===== config.mk =====
export PLATFORM = sky130hd
export DESIGN_NAME = ebs_strobe_ctrl
export DESIGN_NICKNAME = d
export VERILOG_FILES = /design/src/ebs_pkg.sv /design/src/ebs_ready_if.sv /design/src/ebs_ready_smp.sv /design/src/ebs_strobe_ctrl.sv
export VERILOG_INCLUDE_DIRS = /design/src
export SDC_FILE = /design/constraint.sdc
export NUM_CORES = 1
export LEC_CHECK = 0
export BUFFER_PORTS_ARGS = -buffer_cell sky130_fd_sc_hd__clkbuf_2
export CORE_ASPECT_RATIO = 0.5
export CORE_UTILIZATION = 30
export CTS_BUF_LIST = sky130_fd_sc_hd__clkbuf_4 sky130_fd_sc_hd__clkbuf_8 sky130_fd_sc_hd__clkbuf_16
export DETAILED_ROUTE_END_ITERATION = 7
export PLACE_DENSITY_LB_ADDON = 0.3
export SKIP_CTS_REPAIR_TIMING = 1
export SLEW_MARGIN = 20
export SYNTH_ARGS = -nofsm -noshare
export SYNTH_HDL_FRONTEND = slang
export SYNTH_SLANG_ARGS = --single-unit

===== constraint.sdc =====
create_clock -name aclk -period 3.8 [get_ports aclk]
set_input_delay 0.57 -clock aclk [delete_from_list [all_inputs] [get_ports aclk]]
set_output_delay 0.57 -clock aclk [all_outputs]
set_load 0.01 [all_outputs]

===== src/ebs_consts.svh =====
// Purpose: Constants for the external bus strobe controller
// Assumes: 20 MHz aclk, AXI4-Lite register access
// Notes: Offsets are byte addresses of 32-bit registers
`ifndef EBS_CONSTS_SVH
`define EBS_CONSTS_SVH
`define EBS_OFS_CFG 12'h000
`define EBS_OFS_CMD 12'h004
`define EBS_OFS_STAT 12'h008
`define EBS_OFS_RDATA 12'h00c
// Configuration register fields
`define EBS_CFG_BUS_ACTIVE_BITS_LO 0
`define EBS_CFG_BUS_TYPE_FIELD_LO 4
`define EBS_CFG_SHOW_BIT 6
`define EBS_CFG_SPLITWR_BIT 7
`define EBS_CFG_RDYEN_BIT 8
`define EBS_CFG_RDYASYNC_BIT 9
`define EBS_CFG_WAIT_LO 12
`define EBS_CFG_RESET 32'h0000_0000
// Command register fields
`define EBS_CMD_WDATA_LO 0
`define EBS_CMD_KIND_LO 16
`define EBS_CMD_WRITE_BIT 18
`define EBS_CMD_HIGH_BIT 19
`define EBS_CMD_LOW_BIT 20
// Phase lengths in aclk cycles
`define EBS_ALE_CYC 4'h1
`define EBS_ADDR_HOLD_CYC 4'h1
`define EBS_CMD_CYC 4'h2
`endif


===== src/ebs_pkg.sv =====
// Purpose: Types for the external bus strobe controller
// Assumes: Nothing beyond the consts header
// Notes: Access kinds come from the command register
package ebs_pkg;
    typedef enum logic [1:0] {
        EBS_ACC_EXT = 2'h0,
        EBS_ACC_XPER = 2'h1,
        EBS_ACC_INT = 2'h2
    } ebs_acc_type;
    typedef enum logic [2:0] {
        EBS_IDLE = 3'h0,
        EBS_ALE = 3'h1,
        EBS_ADDR = 3'h3,
        EBS_CMD = 3'h2,
        EBS_DONE = 3'h6
    } ebs_state_type;
endpackage : ebs_pkg


===== src/ebs_ready_if.sv =====
// Purpose: Carrier between core and ready sampler
// Assumes: Single aclk domain
// Notes: Sampler output is already synchronised
interface ebs_ready_if;
    logic async_mode;
    logic ready_seen;
    modport core (output async_mode, input ready_seen);
    modport smp (input async_mode, output ready_seen);
endinterface : ebs_ready_if


===== src/ebs_ready_smp.sv =====
// Purpose: Ready pin sampler, synchronous or asynchronous evaluation
// Assumes: Pin is outside the aclk domain
// Notes: Async mode adds one extra sampling stage
module ebs_ready_smp
    import ebs_pkg::*;
(
    input wire logic aclk,
    input wire logic aresetn,
    input wire logic ready_n_pin,
    ebs_ready_if.smp rif
);
    logic s1_r, s2_r, s3_r;
    logic s1_nxt, s2_nxt, s3_nxt;
    always_comb begin
        s1_nxt = ready_n_pin;
        s2_nxt = s1_r;
        s3_nxt = s2_r;
    end
    always_ff @(posedge aclk) begin
        if (!aresetn) begin
            s1_r <= 1'b1;
            s2_r <= 1'b1;
            s3_r <= 1'b1;
        end else begin
            s1_r <= s1_nxt;
            s2_r <= s2_nxt;
            s3_r <= s3_nxt;
        end
    end
    // Async needs a stable second sample to reject a mid-edge glitch
    assign rif.ready_seen = rif.async_mode ? (!s2_r && !s3_r) : !s2_r;
endmodule : ebs_ready_smp


===== src/ebs_strobe_ctrl.sv =====
// Purpose: Control strobes of an external bus: ale, read, write low/high
// Assumes: Command is issued by software over AXI4-Lite
// Notes: One bus cycle at a time; busy commands are dropped
// Function
// - Bus enabled: ale pulses for extra peripherals
// - No ale for internal ram or registers
// - No active bus: no ale at all
// - Read strobe enables external drivers on reads
// - Read strobe high in reset and hold
// - Write strobe high in reset and hold
// - Write pin: common or low-byte with high
// - Ready ends cycle when enabled
// - Ready evaluated synchronously or asynchronously
// - Ready ignored during programmed waitstates
// - Show bit gates command strobes for extra peripherals
// - Access pin picks internal or external boot
// - Bus usable only when active, whatever its type
// - Read latches data; write data held
`include "ebs_consts.svh"
module ebs_strobe_ctrl
    import ebs_pkg::*;
#(
    parameter int WAIT_W = 4
) (
    input wire logic aclk,
    input wire logic aresetn,
    input wire logic [11:0] s_axi_awaddr,
    input wire logic s_axi_awvalid,
    output logic s_axi_awready,
    input wire logic [31:0] s_axi_wdata,
    input wire logic [3:0] s_axi_wstrb,
    input wire logic s_axi_wvalid,
    output logic s_axi_wready,
    output logic [1:0] s_axi_bresp,
    output logic s_axi_bvalid,
    input wire logic s_axi_bready,
    input wire logic [11:0] s_axi_araddr,
    input wire logic s_axi_arvalid,
    output logic s_axi_arready,
    output logic [31:0] s_axi_rdata,
    output logic [1:0] s_axi_rresp,
    output logic s_axi_rvalid,
    input wire logic s_axi_rready,
    input wire logic hold_req,
    input wire logic ext_access_sel_n,
    input wire logic ready_n,
    input wire logic [15:0] data_in,
    output logic ale,
    output logic read_strobe_n,
    output logic write_low_strobe_n,
    output logic write_high_strobe_n,
    output logic [15:0] data_out,
    output logic data_oe,
    output logic boot_external
);
    ebs_ready_if rif ();
    logic [1:0] hold_s_r, ea_s_r;
    logic [31:0] cfg_r, cfg_nxt;
    logic [15:0] rdat_r, rdat_nxt, wdat_r, wdat_nxt;
    ebs_state_type st_r, st_nxt;
    ebs_acc_type kind_r, kind_nxt;
    logic wr_r, wr_nxt, hi_r, hi_nxt, lo_r, lo_nxt, vis_r, vis_nxt;
    localparam int CNT_W = WAIT_W + 1;
    logic [CNT_W-1:0] cnt_r, cnt_nxt;
    logic ale_nxt, rd_nxt, wl_nxt, wh_nxt, oe_nxt, boot_r, boot_nxt, boot_done_r;
    logic aw_ok_r, aw_ok_nxt, w_ok_r, w_ok_nxt, bv_nxt, rv_nxt;
    logic [11:0] awa_r, awa_nxt;
    logic [31:0] wd_r, wd_nxt, rd_data_nxt;
    logic [1:0] br_nxt, rr_nxt;
    logic cmd_go;
    ebs_ready_smp u_smp (
        .aclk(aclk),
        .aresetn(aresetn),
        .ready_n_pin(ready_n),
        .rif(rif)
    );
    assign rif.async_mode = cfg_r[`EBS_CFG_RDYASYNC_BIT];

    function automatic logic bus_on(input logic [31:0] c);
        // Bus only usable with an active bit set
        return |c[`EBS_CFG_BUS_ACTIVE_BITS_LO +: 4];
    endfunction : bus_on
    function automatic logic [2:0] cmd_levels(input logic [31:0] c, input logic v, w, h, l);
        // Common strobe vs low byte and high byte pair
        return {!(v && !w), !(v && w && (!c[`EBS_CFG_SPLITWR_BIT] || l)),
                !(v && w && c[`EBS_CFG_SPLITWR_BIT] && h)};
    endfunction : cmd_levels

    always_ff @(posedge aclk) begin
        if (!aresetn) begin
            hold_s_r <= 2'h0;
        end else begin
            hold_s_r <= {hold_s_r[0], hold_req};
        end
        // Sampled under reset too, so the boot pick sees the pin at release
        ea_s_r <= {ea_s_r[0], ext_access_sel_n};
    end

    // Register writes: both channels taken in either order
    always_comb begin
        aw_ok_nxt = aw_ok_r;
        w_ok_nxt = w_ok_r;
        awa_nxt = awa_r;
        wd_nxt = wd_r;
        bv_nxt = s_axi_bvalid;
        br_nxt = s_axi_bresp;
        cfg_nxt = cfg_r;
        cmd_go = 1'b0;
        if (s_axi_awvalid && s_axi_awready) begin
            aw_ok_nxt = 1'b1;
            awa_nxt = s_axi_awaddr;
        end
        if (s_axi_wvalid && s_axi_wready) begin
            w_ok_nxt = 1'b1;
            wd_nxt = s_axi_wdata;
        end
        if (aw_ok_r && w_ok_r && !s_axi_bvalid) begin
            aw_ok_nxt = 1'b0;
            w_ok_nxt = 1'b0;
            bv_nxt = 1'b1;
            br_nxt = 2'h0;
            case (awa_r)
                `EBS_OFS_CFG: cfg_nxt = wd_r;
                `EBS_OFS_CMD: cmd_go = 1'b1;
                `EBS_OFS_STAT, `EBS_OFS_RDATA: br_nxt = 2'h0;
                default: br_nxt = 2'h2;
            endcase
        end
        if (s_axi_bvalid && s_axi_bready) begin
            bv_nxt = 1'b0;
        end
    end

    always_comb begin
        rv_nxt = s_axi_rvalid;
        rd_data_nxt = s_axi_rdata;
        rr_nxt = s_axi_rresp;
        if (s_axi_arvalid && s_axi_arready) begin
            rv_nxt = 1'b1;
            rr_nxt = 2'h0;
            case (s_axi_araddr)
                `EBS_OFS_CFG: rd_data_nxt = cfg_r;
                `EBS_OFS_STAT: rd_data_nxt = {27'h0, boot_r, st_r == EBS_IDLE ? 1'b0 : 1'b1,
                                              st_r};
                `EBS_OFS_RDATA: rd_data_nxt = {16'h0, rdat_r};
                `EBS_OFS_CMD: rd_data_nxt = 32'h0;
                default: begin
                    rd_data_nxt = 32'h0;
                    rr_nxt = 2'h2;
                end
            endcase
        end else if (s_axi_rvalid && s_axi_rready) begin
            rv_nxt = 1'b0;
        end
    end

    // Bus cycle sequencer
    always_comb begin
        st_nxt = st_r;
        kind_nxt = kind_r;
        wr_nxt = wr_r;
        hi_nxt = hi_r;
        lo_nxt = lo_r;
        vis_nxt = vis_r;
        cnt_nxt = cnt_r;
        rdat_nxt = rdat_r;
        wdat_nxt = wdat_r;
        oe_nxt = data_oe;
        ale_nxt = 1'b0;
        rd_nxt = 1'b1;
        wl_nxt = 1'b1;
        wh_nxt = 1'b1;
        case (st_r)
            EBS_IDLE: begin
                if (cmd_go && !hold_s_r[1]) begin
                    kind_nxt = ebs_acc_type'(wd_r[`EBS_CMD_KIND_LO +: 2]);
                    wr_nxt = wd_r[`EBS_CMD_WRITE_BIT];
                    hi_nxt = wd_r[`EBS_CMD_HIGH_BIT];
                    lo_nxt = wd_r[`EBS_CMD_LOW_BIT];
                    if (wd_r[`EBS_CMD_WRITE_BIT]) begin
                        wdat_nxt = wd_r[`EBS_CMD_WDATA_LO +: 16];
                    end
                    // Internal targets never reach the pins
                    // External access needs an active bus
                    // Extra peripherals reach the pins only with an active bus
                    if (bus_on(cfg_r) && kind_nxt != EBS_ACC_INT) begin
                        st_nxt = EBS_ALE;
                        ale_nxt = 1'b1;
                        cnt_nxt = CNT_W'(`EBS_ALE_CYC);
                        oe_nxt = 1'b0;
                        // Show bit decides command strobes for peripherals
                        vis_nxt = kind_nxt == EBS_ACC_EXT || cfg_r[`EBS_CFG_SHOW_BIT];
                    end
                end
            end
            EBS_ALE: begin
                // Address is valid at ale fall, latched externally
                st_nxt = EBS_ADDR;
                cnt_nxt = CNT_W'(`EBS_ADDR_HOLD_CYC);
            end
            EBS_ADDR: begin
                st_nxt = EBS_CMD;
                cnt_nxt = CNT_W'(`EBS_CMD_CYC) + CNT_W'(cfg_r[`EBS_CFG_WAIT_LO +: WAIT_W]);
                {rd_nxt, wl_nxt, wh_nxt} = cmd_levels(cfg_r, vis_r, wr_r, hi_r, lo_r);
                if (wr_r) begin
                    oe_nxt = 1'b1;
                end
            end
            EBS_CMD: begin
                {rd_nxt, wl_nxt, wh_nxt} = cmd_levels(cfg_r, vis_r, wr_r, hi_r, lo_r);
                if (cnt_r > CNT_W'(1)) begin
                    // Ready not looked at during waitstates
                    cnt_nxt = cnt_r - CNT_W'(1);
                end else if (!cfg_r[`EBS_CFG_RDYEN_BIT] || rif.ready_seen) begin
                    // Ready ends the cycle
                    st_nxt = EBS_DONE;
                    rd_nxt = 1'b1;
                    wl_nxt = 1'b1;
                    wh_nxt = 1'b1;
                    if (!wr_r) begin
                        rdat_nxt = data_in;
                    end
                end
            end
            EBS_DONE: st_nxt = EBS_IDLE;
            default: st_nxt = EBS_IDLE;
        endcase
        if (hold_s_r[1]) begin
            // Hold forces command strobes idle
            rd_nxt = 1'b1;
            wl_nxt = 1'b1;
            wh_nxt = 1'b1;
            oe_nxt = 1'b0;
        end
    end

    // Boot source caught after reset release, not under reset
    assign boot_nxt = boot_done_r ? boot_r : !ea_s_r[1];

    always_ff @(posedge aclk) begin
        if (!aresetn) begin
            cfg_r <= `EBS_CFG_RESET;
            st_r <= EBS_IDLE;
            kind_r <= EBS_ACC_INT;
            {wr_r, hi_r, lo_r, vis_r} <= 4'h0;
            cnt_r <= '0;
            rdat_r <= 16'h0;
            wdat_r <= 16'h0;
            ale <= 1'b0;
            read_strobe_n <= 1'b1;
            write_low_strobe_n <= 1'b1;
            write_high_strobe_n <= 1'b1;
            data_oe <= 1'b0;
            boot_r <= 1'b0;
            boot_done_r <= 1'b0;
            aw_ok_r <= 1'b0;
            w_ok_r <= 1'b0;
            awa_r <= 12'h0;
            wd_r <= 32'h0;
            s_axi_bvalid <= 1'b0;
            s_axi_bresp <= 2'h0;
            s_axi_rvalid <= 1'b0;
            s_axi_rdata <= 32'h0;
            s_axi_rresp <= 2'h0;
        end else begin
            cfg_r <= cfg_nxt;
            st_r <= st_nxt;
            kind_r <= kind_nxt;
            {wr_r, hi_r, lo_r, vis_r} <= {wr_nxt, hi_nxt, lo_nxt, vis_nxt};
            cnt_r <= cnt_nxt;
            rdat_r <= rdat_nxt;
            wdat_r <= wdat_nxt;
            ale <= ale_nxt;
            read_strobe_n <= rd_nxt;
            write_low_strobe_n <= wl_nxt;
            write_high_strobe_n <= wh_nxt;
            data_oe <= oe_nxt;
            boot_r <= boot_nxt;
            boot_done_r <= 1'b1;
            aw_ok_r <= aw_ok_nxt;
            w_ok_r <= w_ok_nxt;
            awa_r <= awa_nxt;
            wd_r <= wd_nxt;
            s_axi_bvalid <= bv_nxt;
            s_axi_bresp <= br_nxt;
            s_axi_rvalid <= rv_nxt;
            s_axi_rdata <= rd_data_nxt;
            s_axi_rresp <= rr_nxt;
        end
    end

    // Ready channels registered so outputs come from flip-flops
    logic awr_r, wr_rdy_r, arr_r;
    always_ff @(posedge aclk) begin
        if (!aresetn) begin
            awr_r <= 1'b0;
            wr_rdy_r <= 1'b0;
            arr_r <= 1'b0;
        end else begin
            awr_r <= !aw_ok_nxt && !(s_axi_awvalid && awr_r);
            wr_rdy_r <= !w_ok_nxt && !(s_axi_wvalid && wr_rdy_r);
            arr_r <= !rv_nxt && !(s_axi_arvalid && arr_r);
        end
    end
    assign s_axi_awready = awr_r;
    assign s_axi_wready = wr_rdy_r;
    assign s_axi_arready = arr_r;
    assign data_out = wdat_r;
    assign boot_external = boot_r;

    chk_ale_needs_bus: assert property (@(posedge aclk) disable iff (!aresetn)
        ale |-> $past(bus_on(cfg_r))) else $error("ale without active bus");
    chk_rd_hold_idle: assert property (@(posedge aclk) disable iff (!aresetn)
        $past(hold_s_r[1]) |-> read_strobe_n) else $error("read strobe in hold");
    chk_wr_hold_idle: assert property (@(posedge aclk) disable iff (!aresetn)
        $past(hold_s_r[1]) |-> write_low_strobe_n && write_high_strobe_n)
        else $error("write strobe in hold");
    chk_ale_before_cmd: assert property (@(posedge aclk) disable iff (!aresetn)
        $fell(read_strobe_n) |-> $past(ale, 2)) else $error("read without ale");
    chk_int_no_ale: assert property (@(posedge aclk) disable iff (!aresetn)
        (st_r == EBS_IDLE && cmd_go && wd_r[`EBS_CMD_KIND_LO +: 2] == 2'h2) |=> !ale)
        else $error("ale on internal access");
    chk_wh_split_only: assert property (@(posedge aclk) disable iff (!aresetn)
        !write_high_strobe_n |-> cfg_r[`EBS_CFG_SPLITWR_BIT]) else $error("high strobe");
    chk_show_gates: assert property (@(posedge aclk) disable iff (!aresetn)
        (!read_strobe_n || !write_low_strobe_n) |-> vis_r)
        else $error("hidden peripheral strobe");
    chk_wait_no_end: assert property (@(posedge aclk) disable iff (!aresetn)
        (st_r == EBS_CMD && cnt_r > CNT_W'(1)) |=> st_r == EBS_CMD)
        else $error("cycle ended in waitstate");
endmodule : ebs_strobe_ctrl


==> results.txt, run 1 <==
- The number of different library cells used by synthesis comes to 47.
- In this run the standard cell core region covers roughly 21000 um^2.
- The number of hold violations in the final report came to 0.
* Number of design-rule violations left by the first detailed-router iteration: 393
* Top cells by area in the synthesized netlist: dfxtp_1 54%, nand2_1 11%, a21oi_1 7.9%
- TritonCTS built the clock tree.
- Share of async-settable or async-resettable flops after synthesis: 0%
* Master of the slowest instance on the critical path: nor3_4
- Among all cell types in the netlist, the one instantiated most often is nand2_1.
* Synthesized instance count: 754
- I/O pin total: between 100 and 150
- Summed over all cells, the static leakage comes to 3.07 nW.
* Number of buffers inserted during clock tree synthesis: 17
* Max Fclk: approximately 400 MHz
* Share of cells above drive strength 1: a little under a quarter
* H-tree Lvls: 4
- The routed layout has roughly 5500 vias.
* Initial core utilization: 31.0%
* Count of standard-cell rows: 37
* Tightest slew margin relative to the limit: approximately a third
- In this run, synthesis produced a sequential element count of about 180.
* Sort of element at the start of the critical path: flip-flop
- After synthesis, the largest family of logic cells by area is simple AND/OR/NAND/NOR gates.
- Proportion of synthesized chip area in sequential cells: between 50% and 60%
- By count the netlist is led by 197 x nand2_1, 175 x dfxtp_1, 102 x a21oi_1.
- Die width: roughly 210 um
* Mapped Avg Cell Area: around 8.6 um^2
* Fraction of the cycle the final worst path needs: ~65%
* Endpoint arrival time on the critical path: between 2 and 3 ns
* Maximum number of pins on one net before global-route repair: 70
- Hold WC Path Type: in2reg
- Hold slack final: 0.240 ns
* Minimum clock period: around 2.5 ns
- Setup violations remaining at the end of the flow were counted as 0.
- STA puts the critical path data required time at slightly above 4 ns.
- Of the total power, the clock network draws about 43%.
- The die covers roughly 22000 um^2.
* P&R area growth vs syn: 24.7%
- The run finished with clean final reports.
* Longest individual stage delay on the worst path: 0.81 ns
- Final worst slack: roughly 1.3 ns
- Kind of end point of the critical path: flip-flop
- Gpl congestion: 0.851
- Before antenna repair, the detailed router went through 5 iterations.
- Worst-path maximum fanout: 21
* Kind of critical path: reg2reg
* Share of synthesized cell area in and, or, nand and nor gates: a little over a fifth
- The clock drives approximately 180 sinks.
- The synthesized netlist devotes less than 1% of its cell area to adder and majority cells.
- Global routing used about 16% of the available tracks across all layers.
* Multiplexer share of the synthesized area: 3.78%
- Number of enable-type register cells in the synthesized netlist: 0
* Complex-gate fraction of the synthesized area: between 10% and 20%
* Switching fraction of total power: roughly 28%
- Initial antenna violation count: 0
- Leaving out filler cells and counting taps, the final layout contains 1181.
- Among all flip-flop cells after synthesis, the most frequent one is dfxtp_1.
- Xor and xnor area share after synthesis: less than 1%
- Clock-pin slew was measured on the worst setup and hold paths at ~0.08 ns.
- Walking the worst path, the cells encountered are nand3b_1 > or2_1 > nor3_4 > buf_4 > nand2_1 > a21oi_1.
- In this run the clock root is driven by a clkbuf_16.
- Die Span Y: around 110 um
- Post-DR wirelength/cell: 15.1 um
- PD cells: approximately 540 nW/um^2
- Net Switching: 0.00122 W
- Unrepaired setup endpoints after global routing: no
* Worst-case clock buffer depth: 2
- In this run the cell area of the synthesized design comes to between 6000 and 7000 um^2.
- Number of pins exceeding their max-slew limit in the final report: 0
- Number of nets in the layout: around 970
- The HPWL after detailed placement is 12500 um.
- Number of design rule violations left after detail routing: 0
- Using the TritonRoute via totals, the vias-per-cell ratio works out to ~4.7.
* Cell internal power dissipation: around 0.0031 W
- After synthesis, the largest area contributor takes up between 50% and 60% of total cell area.
- The number of placed instances, taps included, is 1149.
- At the later pin of the worst-skew pair, clock insertion delay measures ~0.43 ns.
- Max Cap Viol: 0
- Counting both buffers and inverters, the worst setup path holds a total of 1.
* Logic pwr share: between 10% and 20%
- Global routing finished with a remaining overflow of 0.
* Kind of cell with the highest combined delay on the critical path: simple AND/OR/NAND/NOR gates
- The via count of the first global-routing pass was ~5000.
- Of all cell types, the one taking the most synthesized area is dfxtp_1.
* Routed wire length: 17800 um
- Buffers placed on the I/O ports in this run total between 100 and 150.
* Wire length of the first global-routing pass: between 20000 and 30000 um
* Number of diodes: 0
- During synthesis, Yosys emitted a total of 0 warnings.
- Once detail routing completed, the nets flagged for antenna violations numbered 0.
* Worst slack at placement: between 1 and 1.5 ns
- IR analysis of the VDD net gives a maximum drop of around 0.00026 V.
- Total negative slack: 0 ns
* Sequential share of power: a little under half
- Slew @ Worst Pin: about 0.97 ns
* Setup Skew: roughly 0.015 ns
[cell usage in the layout, fill, tap and decap left out, drive strengths merged]
cell	synthesis	layout
ha	3	3
o22ai	2	2
nand4	5	5
bufinv	0	2
clkinv	0	7
mux2i	20	20
nor2	66	66
and4b	1	1
xor2	1	1
a211oi	3	3
and3b	1	1
clkbuf	33	159
nor2b	3	3
nand3b	2	2
inv	5	11
a31oi	2	2
nand3	5	5
mux2	4	4
buf	19	12
o221ai	1	1
nand2	197	197
dfxtp	175	175
o21ai	9	9
xnor2	3	3
and2	6	6
conb	1	2
or2	1	1
or3	3	3
a21oi	102	102
or3b	1	1
o21bai	1	1
a2bb2oi	16	16
or4	1	1
nor3b	3	3
nor4	8	8
nor3	9	9
and3	1	1
nand2b	8	8
a22oi	33	33
[kinds of logic after synthesis]
kind of cell | after synthesis
AOI/OAI and AO/OA | 169
xor gates and xnor gates | 4
DFF | 175
and+or+nand+nor | 321
adders and majority gates | 3
buffers and inverters | 57
muxes | 24
other | 1
[metal layers]
metal  GRT usage, %  share of wire, %  up-vias  wire [um]
met4           2.87              0.51        0         91
met3           3.87               3.9        7        694
met5              0                 0        -          0
met1           22.8                51     2641       9050
met2           25.2                45       95       7960
li1               -                 -     2797          -
[registers in the layout, indices dropped and copies added (netlist names), 2 cells and up]
signal	flops
cfg_r	32
s_axi_rdata	32
wd_r	32
data_out	16
rdat_r	16
awa_r	12
cnt_r	5
st_r	3
ea_s_r	2
hold_s_r	2
[final cells by class]
cell class,count,area (um^2)
Multi-Input combinational cell,523,2740
Clock buffer,17,425
Sequential cell,175,3500
Clock inverter,15,216
Tap cell,292,365
Timing Repair Buffer,154,813
Fill cell,2140,12800
Inverter,5,21.3
[power groups by stage]
stage / clock [W] / sequential [W] / combinational (W)
2_1_floorplan: 0 / 0.00201 / 0.000369
3_3_place_gp: 0 / 0.00203 / 0.000491
3_5_place_dp: 0 / 0.00203 / 0.000498
4_1_cts: 0.00191 / 0.00199 / 0.000500
5_1_grt: 0.00198 / 0.00200 / 0.000557
6_report: 0.00186 / 0.00199 / 0.000501
[metrics by stage]
stage / utilization [%] / instance area (um^2) / power, W
floorplan: - / 6480 / 0.00238
global placement: 35.7 / 7440 / 0.00252
detailed placement: 35.7 / 7440 / 0.00253
finish: 38.7 / 8090 / 0.00436
global route: 38.7 / 8090 / 0.00455
CTS: 38.7 / 8090 / 0.00440
[worst paths after layout]
check	startpoint	endpoint	slack (ns)	cells after the start
setup reg to reg	s_axi_bvalid$_SDFFE_PP0N_	cfg_r[29]$_SDFFE_PN0P_	1.33	6
hold reg to reg	ea_s_r[0]$_DFF_P_	ea_s_r[1]$_DFF_P_	0.34	0
hold / removal	ext_access_sel_n	ea_s_r[0]$_DFF_P_	0.24	1
setup / recovery	s_axi_bvalid$_SDFFE_PP0N_	cfg_r[29]$_SDFFE_PN0P_	1.33	6
No activity file was read; power rests on OpenSTA's default activity.
==> run 2: changes to the inputs <==
==> constraint.sdc (replaced) <==
create_clock -name aclk -period 2.36 [get_ports aclk]
set_input_delay 0.354 -clock aclk [delete_from_list [all_inputs] [get_ports aclk]]
set_output_delay 0.354 -clock aclk [all_outputs]
set_load 0.01 [all_outputs]
==> results.txt, run 2 (synthesis gave the netlist of run 1 again) <==
* Status: complete, no violations
* I/O pin total: between 100 and 150
* Sinks on the clock net: 175
* Net Switching: 0.00196 W
- Logic pwr share: approximately an eighth
- Clock skew on the completed layout was measured at between 0.01 and 0.015 ns.
- Clock root buffer master: clkbuf_16
- The clock reaches the later pin of the worst-skew pair after roughly 0.43 ns.
- PortBufs: ~140
- In the final routed layout, each cell accounts on average for 15.3 um.
* Initial core utilization: a little under a third
* Hold WC Path Type: in2reg
* Biggest registers after layout: cfg_r x32, s_axi_rdata x32, wd_r x32
- The routed design has around 18000 um of wire.
- The total overflow left after global routing is 0.
* Average vias per placed instance: approximately 4.7
- For this design the static power due to leakage is between 3 and 4 nW.
- The detail route stage leaves a number of antenna-violating nets equal to 0.
* Max Cap Viol: 0
* Sort of element at the start of the critical path: flip-flop
* Router iterations before antenna repair: 5
* PD cells: 852 nW/um^2
- The number of clock buffers added by TritonCTS is 17.
* Die Area: between 20000 and 25000 um^2
- Setup violations remaining at the end of the flow were counted as 0.
- In this run the horizontal extent of the chip is ~210 um.
* Number of pins exceeding their max-slew limit in the final report: 0
- Part of the power in the clock network: about two fifths
* Unrepaired setup endpoints after global routing: no
- Most common cell after layout, fill and taps aside: nand2_1
- Kind of end point of the critical path: flip-flop
- In the final design database the tool counted around 970 nets.
- Die Span Y: 106 um
- Fraction of the cycle the final worst path needs: 91.7%
* Max IR drop VDD: between 0.0005 and 0.0006 V
- Once layout is complete, the utilization of the core stands at 38.9%.
- Number of design rule violations left after detail routing: 0
- Post-DP HPWL: about 13000 um
* Tightest slew margin relative to the limit: between 50 and 60%
- For the final routed database, the setup TNS stands at 0 ns.
- Share of cells above drive strength 1: between 20 and 25%
* Sequential share of power: a little under half
* Max Fclk: roughly 460 MHz
- Switching fraction of total power: 28.3%
- Vias in the first global route: 5290
- Slew @ Worst Pin: 0.707 ns
- In this run the worst path has a maximum fanout of 5.
- The number of antenna diodes in the final layout is 0.
- The region available for standard cell placement spans between 20000 and 25000 um^2.
- P&R area growth vs syn: 25.3%
- Initial antenna violation count: 0
- The internal portion of the total power is 0.00496 W.
- Post-Place Cell Area: about 7500 um^2
- Count of standard-cell rows: 37
- The H-tree generated during clock tree synthesis spans 4 levels.
- Endpoint arrival time on the critical path: around 2.5 ns
- Kind of critical path: reg2reg
* Maximum number of pins on one net before global-route repair: 45
- Prior to clock tree synthesis, the placed netlist has a worst setup slack of 0.244 ns.
- Routability-driven placement finished with a final weighted congestion of roughly 0.85.
- Internal reg-to-reg setup slack: 0.20 ns
* Final instance area: 8120 um^2
* Minimum clock period: approximately 2.2 ns
- Wire length of the first global-routing pass: ~28000 um
* CTS tree: built
- Worst-case clock buffer depth: 2
- Worst path required time: roughly 2.7 ns
- Total track usage: between 15 and 20%
- The number of hold violations in the final report was 0.
* Number of design-rule violations left by the first detailed-router iteration: 350
- Clock-pin slew was measured on the worst setup and hold paths at ~0.08 ns.
- Leaving out fill and tap cells, the most frequent cells in the layout are 197 x nand2_1, 175 x dfxtp_1, 142 x clkbuf_2.
* Vias after detailed routing: about 5600
- Final worst slack: 0.197 ns
[run 2: changes by cell type in the layout (fill, tap and decap cells not counted)]
cell	change
buf_12	+4
buf_4	-1
bufinv_16	-1
clkinv_2	+1
clkinv_8	-3
clkinvlp_4	+1
inv_8	+2
nor2_1	-1
nor2_2	+1
o21ai_1	-1
o21ai_2	+1
[run 2: path summary, 6_finish.rpt]
kind / from / end / cells after the start
max: awa_r[0]$_SDFFE_PN0P_ / cnt_r[0]$_SDFFE_PN0P_ / 5
min: ext_access_sel_n / ea_s_r[0]$_DFF_P_ / 1
max reg2reg: awa_r[0]$_SDFFE_PN0P_ / cnt_r[0]$_SDFFE_PN0P_ / 5
min reg2reg: ea_s_r[0]$_DFF_P_ / ea_s_r[1]$_DFF_P_ / 0
[run 2: area by class of cell]
| class | count | area, um^2 |
|---|---|---|
| timing repair buffer | 157 | 886 |
| tap | 292 | 365 |
| sequential | 175 | 3500 |
| clock inverter | 15 | 173 |
| clock buffer | 17 | 425 |
| multi-input combinational | 523 | 2750 |
| fill | 2156 | 12800 |
| inverter | 5 | 21.3 |
[run 2: metal layers]
layer  track usage (%)  wire (um)
met1              23.8       9310
met2              24.8       7930
met3              3.60        666
met4              3.70        160
met5                 0          0
[run 2: power by group through the flow]
stage,Clock [W],Sequential (W),Combinational (W)
global route,0.00304,0.00321,0.000961
floorplan,0,0.00323,0.000594
finish,0.00286,0.00319,0.000866
CTS,0.00291,0.00319,0.000870
detailed placement,0,0.00326,0.000868
global placement,0,0.00325,0.000845
[run 2: metrics by stage]
step / cells / power, W / hold slack (ns)
final: 1184 / 0.00692 / 0.0287
after global routing: 1184 / 0.00721 / 0.0200
after CTS: 1184 / 0.00697 / 0.0195
after detailed placement: 1152 / 0.00413 / 0.316
after global placement: 1152 / 0.00410 / 0.316
after floorplan: 755 / 0.00383 / 0.310
[run 2: worst max-delay path, stage by stage (launching register included)]
cell     delay (ns)
dfxtp_1        0.32
or3_1          0.41
or4_4          0.57
o21ai_2        0.23
and2_1         0.31
mux2i_1        0.24
